[src/rtl/gpe_pkg.sv]
// Constants shared by the general-purpose event logic
package event_logic_pkg;
    localparam int REG_W = 16;
    localparam int TERM_IN = 5;
    localparam int TERM_ALL = 7;
    localparam logic [7:0] STATUS_OFFSET = 8'ha8;
    localparam logic [7:0] ENABLE_OFFSET = 8'haa;
    localparam logic [15:0] STATUS_RESET = 16'h0000;
    localparam logic [15:0] ENABLE_RESET = 16'h0000;
    // Implemented bits: 15, 11, 8 and 4..0
    localparam logic [15:0] IMPL_MASK = 16'h891f;
    localparam int ZOOM_BIT = 15;
    localparam int POWER_BIT = 11;
    localparam int PROG12_BIT = 8;
    localparam logic [1:0] PRIME_CYCLES = 2'h3;
endpackage

[src/rtl/change_if.sv]
// Terminal levels in, change pulses out, between the event modules
`timescale 1ns/1ps
interface change_if;
    logic [4:0] level_raw;
    logic [4:0] change;
    logic primed;
    modport detector (input level_raw, output change, output primed);
    modport consumer (output level_raw, input change, input primed);
endinterface

[src/rtl/input_change_detect.sv]
// Synchroniser and level-change detector for the general input terminals
`timescale 1ns/1ps
module input_change_detect
    import event_logic_pkg::*;
(
    input wire logic clk,
    input wire logic rst_n,
    change_if.detector port
);
    logic [TERM_IN-1:0] sync_a;
    logic [TERM_IN-1:0] sync_b;
    logic [TERM_IN-1:0] last;
    logic [1:0] fill;
    logic [1:0] next_fill;
    logic [TERM_IN-1:0] next_change;
    logic [TERM_IN-1:0] change;

    // Hold off detection until the chain holds real levels
    always_comb begin
        next_fill = (fill == PRIME_CYCLES) ? fill : fill + 2'h1;
        next_change = (fill == PRIME_CYCLES) ? (sync_b ^ last) : '0;
    end

    // Two-flop synchroniser, history flop and change pulse
    always_ff @(posedge clk or negedge rst_n) begin
        if (!rst_n) begin
            sync_a <= '0;
            sync_b <= '0;
            last <= '0;
            fill <= 2'h0;
            change <= '0;
        end else begin
            sync_a <= port.level_raw;
            sync_b <= sync_a;
            last <= sync_b;
            fill <= next_fill;
            change <= next_change;
        end
    end

    assign port.change = change;
    assign port.primed = (fill == PRIME_CYCLES);
endmodule

[src/rtl/general_purpose_event_logic.sv]
// General-purpose event status/enable registers and event pin driver
//
// Functional notes
// - Writing 1 to a status bit clears it and its event output, writing 0 leaves it.
// - Status bits latch their events regardless of the enable register.
// - Status bit 15 sets on any change of the zoomed-video enable bit.
// - Status bit 11 sets on any software change of the socket supply or programming voltage.
// - Status bit 8 sets when the programming-voltage request moves to or from 12 V.
// - Status bits 4..0 set on a level change of terminals 5, 4, 2, 1 and 0.
// - Reserved bits 14-12, 10-9 and 7-5 of both registers read zero and ignore writes.
// - The event output stays active until software clears the causing status bit.
// - The event reaches a pin only when a terminal among 6..0 is set up to carry it.
// - Enable bits 15, 11 and 8 gate the zoom, power and 12 V events.
// - Enable bits 4..0 gate input events only for terminals set up as general inputs.
// - Both registers reset to all zeros.
`timescale 1ns/1ps
module general_purpose_event_logic
    import event_logic_pkg::*;
(
    input wire logic clk,
    input wire logic rst_n,
    input wire logic [7:0] cfg_addr,
    input wire logic cfg_write,
    input wire logic cfg_read,
    input wire logic [1:0] cfg_byte_en,
    input wire logic [event_logic_pkg::REG_W-1:0] cfg_wdata,
    output logic [event_logic_pkg::REG_W-1:0] cfg_rdata,
    input wire logic zoomed_video_on,
    input wire logic [1:0] vcc_request,
    input wire logic [1:0] vpp_request,
    input wire logic vpp_is_12v,
    input wire logic multi_term_0,
    input wire logic multi_term_1,
    input wire logic multi_term_2,
    input wire logic multi_term_4,
    input wire logic multi_term_5,
    input wire logic [event_logic_pkg::TERM_IN-1:0] term_is_input,
    input wire logic [event_logic_pkg::TERM_ALL-1:0] term_is_event,
    output logic general_event_out_n,
    output logic [event_logic_pkg::TERM_ALL-1:0] event_pin_oe
);
    import event_logic_pkg::*;

    logic [REG_W-1:0] status;
    logic [REG_W-1:0] enable;
    logic [REG_W-1:0] next_status;
    logic [REG_W-1:0] next_enable;
    logic [REG_W-1:0] next_rdata;
    logic [REG_W-1:0] set_vec;
    logic [REG_W-1:0] clear_vec;
    logic [REG_W-1:0] allow_vec;
    logic [REG_W-1:0] pending;
    logic zoom_prev;
    logic [3:0] power_prev;
    logic prog12_prev;
    logic watch_ready;
    logic next_out_n;
    logic [TERM_ALL-1:0] next_oe;
    logic status_hit;
    logic enable_hit;

    change_if chg ();

    ////////////////////////////////////////////////////////////////////////
    // Byte enables widened to a bit mask, shared by both registers
    function automatic logic [REG_W-1:0] lane_mask(input logic [1:0] be);
        lane_mask = {{8{be[1]}}, {8{be[0]}}};
    endfunction

    // Terminal order: bit 4..0 follow terminals 5, 4, 2, 1, 0
    assign chg.level_raw = {multi_term_5, multi_term_4, multi_term_2,
                            multi_term_1, multi_term_0};

    input_change_detect detect (
        .clk(clk),
        .rst_n(rst_n),
        .port(chg.detector)
    );

    ////////////////////////////////////////////////////////////////////////
    // Event sources, compared with last cycle's value
    always_comb begin
        set_vec = '0;
        if (watch_ready) begin
            set_vec[ZOOM_BIT] = zoomed_video_on ^ zoom_prev;
            set_vec[POWER_BIT] = ({vcc_request, vpp_request} != power_prev);
            set_vec[PROG12_BIT] = vpp_is_12v ^ prog12_prev;
        end
        set_vec[TERM_IN-1:0] = chg.change;
    end

    // Register decode and write-one-to-clear
    always_comb begin
        status_hit = (cfg_addr == STATUS_OFFSET);
        enable_hit = (cfg_addr == ENABLE_OFFSET);
        clear_vec = '0;
        if (cfg_write && status_hit) begin
            clear_vec = cfg_wdata & lane_mask(cfg_byte_en);
        end
        // Set wins over a same-cycle clear; enable plays no part
        next_status = ((status & ~clear_vec) | set_vec) & IMPL_MASK;
        next_enable = enable;
        if (cfg_write && enable_hit) begin
            next_enable = ((cfg_wdata & lane_mask(cfg_byte_en))
                          | (enable & ~lane_mask(cfg_byte_en))) & IMPL_MASK;
        end
    end

    // Read mux, unmapped offsets return zero
    always_comb begin
        next_rdata = cfg_rdata;
        if (cfg_read) begin
            case (cfg_addr)
                STATUS_OFFSET: next_rdata = status;
                ENABLE_OFFSET: next_rdata = enable;
                default: next_rdata = '0;
            endcase
        end
    end

    ////////////////////////////////////////////////////////////////////////
    // Event gating and pin drive
    always_comb begin
        allow_vec = IMPL_MASK;
        allow_vec[TERM_IN-1:0] = term_is_input;
        pending = status & enable & allow_vec;
        // Held while any gated status bit stays set
        next_out_n = !((|pending) && (|term_is_event));
        next_oe = (|pending) ? term_is_event : '0;
    end

    ////////////////////////////////////////////////////////////////////////
    // State registers
    always_ff @(posedge clk or negedge rst_n) begin
        if (!rst_n) begin
            status <= STATUS_RESET;
            enable <= ENABLE_RESET;
            cfg_rdata <= '0;
            zoom_prev <= 1'b0;
            power_prev <= 4'h0;
            prog12_prev <= 1'b0;
            watch_ready <= 1'b0;
            general_event_out_n <= 1'b1;
            event_pin_oe <= '0;
        end else begin
            status <= next_status;
            enable <= next_enable;
            cfg_rdata <= next_rdata;
            zoom_prev <= zoomed_video_on;
            power_prev <= {vcc_request, vpp_request};
            prog12_prev <= vpp_is_12v;
            watch_ready <= 1'b1;
            general_event_out_n <= next_out_n;
            event_pin_oe <= next_oe;
        end
    end
endmodule

[config.mk]
export PLATFORM = sky130hd
export DESIGN_NAME = general_purpose_event_logic
export DESIGN_NICKNAME = d
export VERILOG_FILES = /design/src/rtl/gpe_pkg.sv /design/src/rtl/change_if.sv /design/src/rtl/input_change_detect.sv /design/src/rtl/general_purpose_event_logic.sv
export SDC_FILE = /design/constraint.sdc
export NUM_CORES = 1
export LEC_CHECK = 0
export BUFFER_PORTS_ARGS = -buffer_cell sky130_fd_sc_hd__buf_2
export CORE_ASPECT_RATIO = 1.75
export CORE_MARGIN = 5
export CORE_UTILIZATION = 54
export DETAILED_ROUTE_END_ITERATION = 10
export PLACE_DENSITY = 0.84
export SLEW_MARGIN = 20
export SYNTH_ARGS = -nofsm -noshare
export SYNTH_HDL_FRONTEND = slang
export SYNTH_SLANG_ARGS = --single-unit
[constraint.sdc]
create_clock -name clk -period 2.75 [get_ports clk]
set_clock_uncertainty 0.2 [all_clocks]
set_input_delay 0.4125 -clock clk [delete_from_list [all_inputs] [get_ports clk]]
set_output_delay 0.4125 -clock clk [all_outputs]
set_load 0.02 [all_outputs]
# Word-level counts from Yosys, hierarchy flattened
# Index checks and enable logic that the tools add are counted.
# word_totals
ff_bits	69
in_bits	53
out_inout_bits	24
word_cells	44
# classes
n_addsub	1
eq_ne	4
mux	7
bitwise	12
n_reduce_logical	6
# ops
op	n
bitwise AND 16 bit	5
NOT 16 bit	2
OR 16 bit	2
case mux 16 bit (2 select lines)	1
equality test 8 bit (second input constant)	2
two-way mux 16 bit	1
OR reduction 16 bit	1
two-way mux 7 bit	1
OR reduction 7 bit	1
two-way mux 5 bit	1
XOR 5 bit	1
inequality test 4 bit	1
logical AND 1 bit	3
two-way mux 1 bit	3
adder 2 x 1 -> 2 bit (second input constant)	1
equality test 2 bit (second input constant)	1
XOR 1 bit	2
zero test 1 bit	1

# Depth between registers and ports, before layout
# logic_depth
ltp_word	6
ltp_mapped	5
mapped_depth_nobuf	3

# Modules after synthesis
# A second synthesis with hierarchy kept.
# unflattened
cells_unflattened	172
area_unflattened_um2	2402.3
# by_module_without_submodules
module	instances	cells_each	area_per_inst_um2	seq_area_each_um2
general_purpose_event_logic	1	136	1727.9	977.2
input_change_detect	1	36	674.4	550.5

# Worst setup path before layout
# Ideal clock, no wire load.
# synth_path
path_type	input to register
start	input port cfg_addr[6]
end	register (tool-made name)
setup_ns	0.125
arrival_time_ns	1.387
required_ns	2.425
slack_ns	1.038
stages	4
path_buffers	1
path_cell_list	nand4bb_1 buf_2 nor3_4 mux2_2
# synth_rtl
element	line	source
from (decl)	general_purpose_event_logic.sv:22	input wire logic [7:0] cfg_addr,

==> impl_results.rst <==
.. list-table::
   :header-rows: 1

   * - Metric
     - Value
   * - Post-DP HPWL
     - 3.29 mm
   * - Net count, final
     - 309
   * - Maximum achievable frequency
     - 555 MHz
   * - Die area
     - 0.00591 mm²
   * - Capture instance of the worst register-to-register path
     - event_pin_oe[5]$_DFF_PN0_
   * - Unique masters post-synth
     - 27
   * - Biggest area contributors in the synthesized netlist
     - sky130_fd_sc_hd__dfrtp_1 63%, sky130_fd_sc_hd__mux2_2 4.2%, sky130_fd_sc_hd__xor2_1 4.0%
   * - Antenna Cells
     - 0
   * - Hold Crit Depth
     - 1
   * - Syn_area_per_cell
     - about 13 µm²
   * - Dominant register cell in the synthesized netlist
     - sky130_fd_sc_hd__dfrtp_1
   * - Highest ir drop seen on vdd
     - 558 µV
   * - Critical Path RT
     - 2750 ps
   * - End point of the most critical hold path
     - power_prev[1]$_DFF_PN0_
   * - Global-route wire length before repair
     - 7.49 mm
   * - Core Area
     - 0.00436 mm²
   * - Total number of vias
     - 1601
   * - Worst Path Max Fanout
     - 6
   * - DRT iter0 DRCs
     - 55
   * - Routed length per instance
     - 14.0 µm
   * - Post-synthesis sequential element count
     - 61
   * - Worst-skew pair later-pin latency
     - 320 ps
   * - Count of flip-flops with a built-in enable after synthesis
     - 0
   * - Final sum of negative setup slack
     - 0 ps
   * - Maximum number of pins on one net before global-route repair
     - 36
   * - Relative area change from synthesis to final layout
     - 23.4%
   * - Commonest non-fill, non-tap cells in the layout
     - 60 x sky130_fd_sc_hd__dfrtp_1, 60 x sky130_fd_sc_hd__buf_2, 16 x sky130_fd_sc_hd__nand2_1
   * - Die height
     - 98.0 µm
   * - Area after detailed placement
     - 0.00271 mm²
   * - Total congestion overflow after global routing
     - 0
   * - Post-CTS clock slew at the launch and capture registers of the worst setup and hold paths
     - about 60 ps
   * - Max Cap Violations
     - 0
   * - Wire length after detailed routing
     - 4.36 mm
   * - DR DRC count
     - 0
   * - Area of all placed cells without fillers
     - 0.00295 mm²
   * - Number of global-route vias before repair
     - between 1500 and 2000
   * - Multi-input gate area
     - 762 µm²
   * - Data arrival time of the critical path
     - about 1800 ps
   * - Hold path startpoint
     - vpp_request[1]
   * - Antenna violations before repair
     - 0
   * - Register area share after synthesis
     - a little under two thirds
   * - GRT Util Overall
     - 16.7%
   * - Number of sinks handled by clock tree synthesis
     - 61
   * - Count of pins on the block boundary
     - 77
   * - Kind of start point of the critical path
     - input pin
   * - Transition time at the pin with the least slew margin
     - 733 ps
   * - Layout cell share with drive strength beyond 1
     - 34.4%
   * - Worst hold path class
     - input pin to flop
   * - CTS tree
     - built
   * - Final antenna-violating net count
     - 0
   * - Starting density of the core
     - 54.8%
   * - Number of clock buffers inserted by TritonCTS
     - 9
   * - Cell type with the highest aggregate area in the netlist
     - sky130_fd_sc_hd__dfrtp_1
   * - Synthesized instance count
     - 183
   * - Depth of the most critical reg-to-reg path
     - 3
   * - Root buffer cell
     - sky130_fd_sc_hd__clkbuf_8
   * - Number of levels in the clock H-tree
     - 3
   * - Register Area
     - between 0.0015 and 0.002 mm²
   * - Row Count
     - 32
   * - Summed instance area of the synthesized netlist
     - 0.00239 mm²
   * - Final slew viol count
     - 0
   * - Origin of the critical flop-to-flop path
     - status[8]$_DFF_PN0_
   * - Leakage power
     - 1.43 nW
   * - Final weighted congestion in routability-driven placement
     - 0.793
   * - Setup repair after global routing missed its margin
     - false
   * - Floorplan die width
     - 60.3 µm
   * - Kind of end point of the critical path
     - flop
   * - Setup slack, reg-to-reg
     - 1060 ps
   * - Final hold violation count
     - 0
   * - Vias per inst
     - between 5 and 6
   * - Top cell type's share of synthesized area
     - a little over three fifths
   * - Outcome
     - completed
   * - Async SR Flop Fraction
     - 100%
   * - Worst Setup Path Type
     - input pin to flop
   * - Maximum count of clock buffers along a single path
     - 2
   * - Number of input and output port buffers inserted
     - 60
   * - Synthesis Warnings
     - 0
   * - Cell Pwr Density
     - about 600 mW/mm²
   * - Slew HR
     - 51.1%
   * - Crit path time final
     - 1800 ps
   * - Final critical-path share of the clock period
     - 65.5%
   * - Number of gates resized after cts
     - 0
   * - Filler Cell Count
     - between 300 and 400
   * - Setup-violating endpoint count in the final report
     - 0
   * - Number of search-and-repair iterations in the first detailed-routing pass
     - 4
[metrics by stage]
step	hold WS [ps]	power [mW]	cells	utilization, %	setup slack [ps]
2_1_floorplan	-83.1	1.05	190	-	1040
3_3_place_gp	132	1.11	289	62.2	646
3_5_place_dp	136	1.12	289	62.2	613
4_1_cts	13.6	1.83	310	67.6	957
5_1_grt	16.6	1.88	310	67.6	887
6_report	25.7	1.80	310	67.6	949
[repair_timing]
item / CTS / global route
endpoints found under the hold margin: 38 / 0
buffers inserted: 0 / 0
hold buffers: 6 / 0
[synthesized netlist by cell type (all sizes together), types with 2 or more instances]
cell type  instances
dfrtp             60
nand2             16
buf               14
xor2              11
mux2               9
o41ai              9
inv                8
mux2i              8
o22ai              8
a21boi             7
and2               5
nand2b             5
nand3              5
and3               2
clkbuf             2
conb               2
nand4bb            2
nor3               2
or4                2
[kinds of logic (layout without fill, tap and decap cells)]
family | count (synthesis) | after routing | share of synthesized area, %
xor gates and xnor gates | 12 | 12 | 4.40
muxes | 17 | 17 | 7.59
and+or+nand+nor | 40 | 40 | 9.63
AOI/OAI and AO/OA | 26 | 26 | 8.32
adders and majority gates | 1 | 1 | 0.523
DFF | 61 | 61 | 63.9
other | 2 | 9 | 0.314
buffers and inverters | 24 | 93 | 5.34
[layer usage]
metal	GRT usage [%]	routed length (µm)	up-vias
met5	0	0	-
met4	6.66	76	0
met3	3.31	305	8
met2	29.3	2470	53
met1	19.1	1500	777
li1	-	-	763
[critical path: stages]
cell	delay, ps
sky130_fd_sc_hd__buf_2	90
sky130_fd_sc_hd__nand4bb_1	340
sky130_fd_sc_hd__buf_4	270
sky130_fd_sc_hd__nor3_4	310
sky130_fd_sc_hd__mux2_2	380
[worst max path at each step]
stage	startpoint	endpoint	cells past startpoint
final	cfg_addr[6]	flop	5
after global routing	cfg_addr[6]	flop	5
after CTS	cfg_addr[6]	flop	5
after detailed placement	cfg_addr[6]	flop	5
after global placement	cfg_addr[6]	flop	5
after floorplan	cfg_addr[6]	flop	4
[area by class of cell]
cell class,instances,share of cell area [%]
sequential,61,51.8
multi-input combinational,105,25.8
timing repair buffer,70,13.2
clock buffer,14,5.85
tap,51,2.16
inverter,8,1.02
clock inverter,1,0.170
[power breakdown]
part | switching, mW | total (mW) | internal, mW
combinational | 0.0905 | 0.158 | 0.0677
clock | 0.297 | 0.692 | 0.395
sequential | 0.0134 | 0.950 | 0.936
Power figures use the tool's default switching activity.
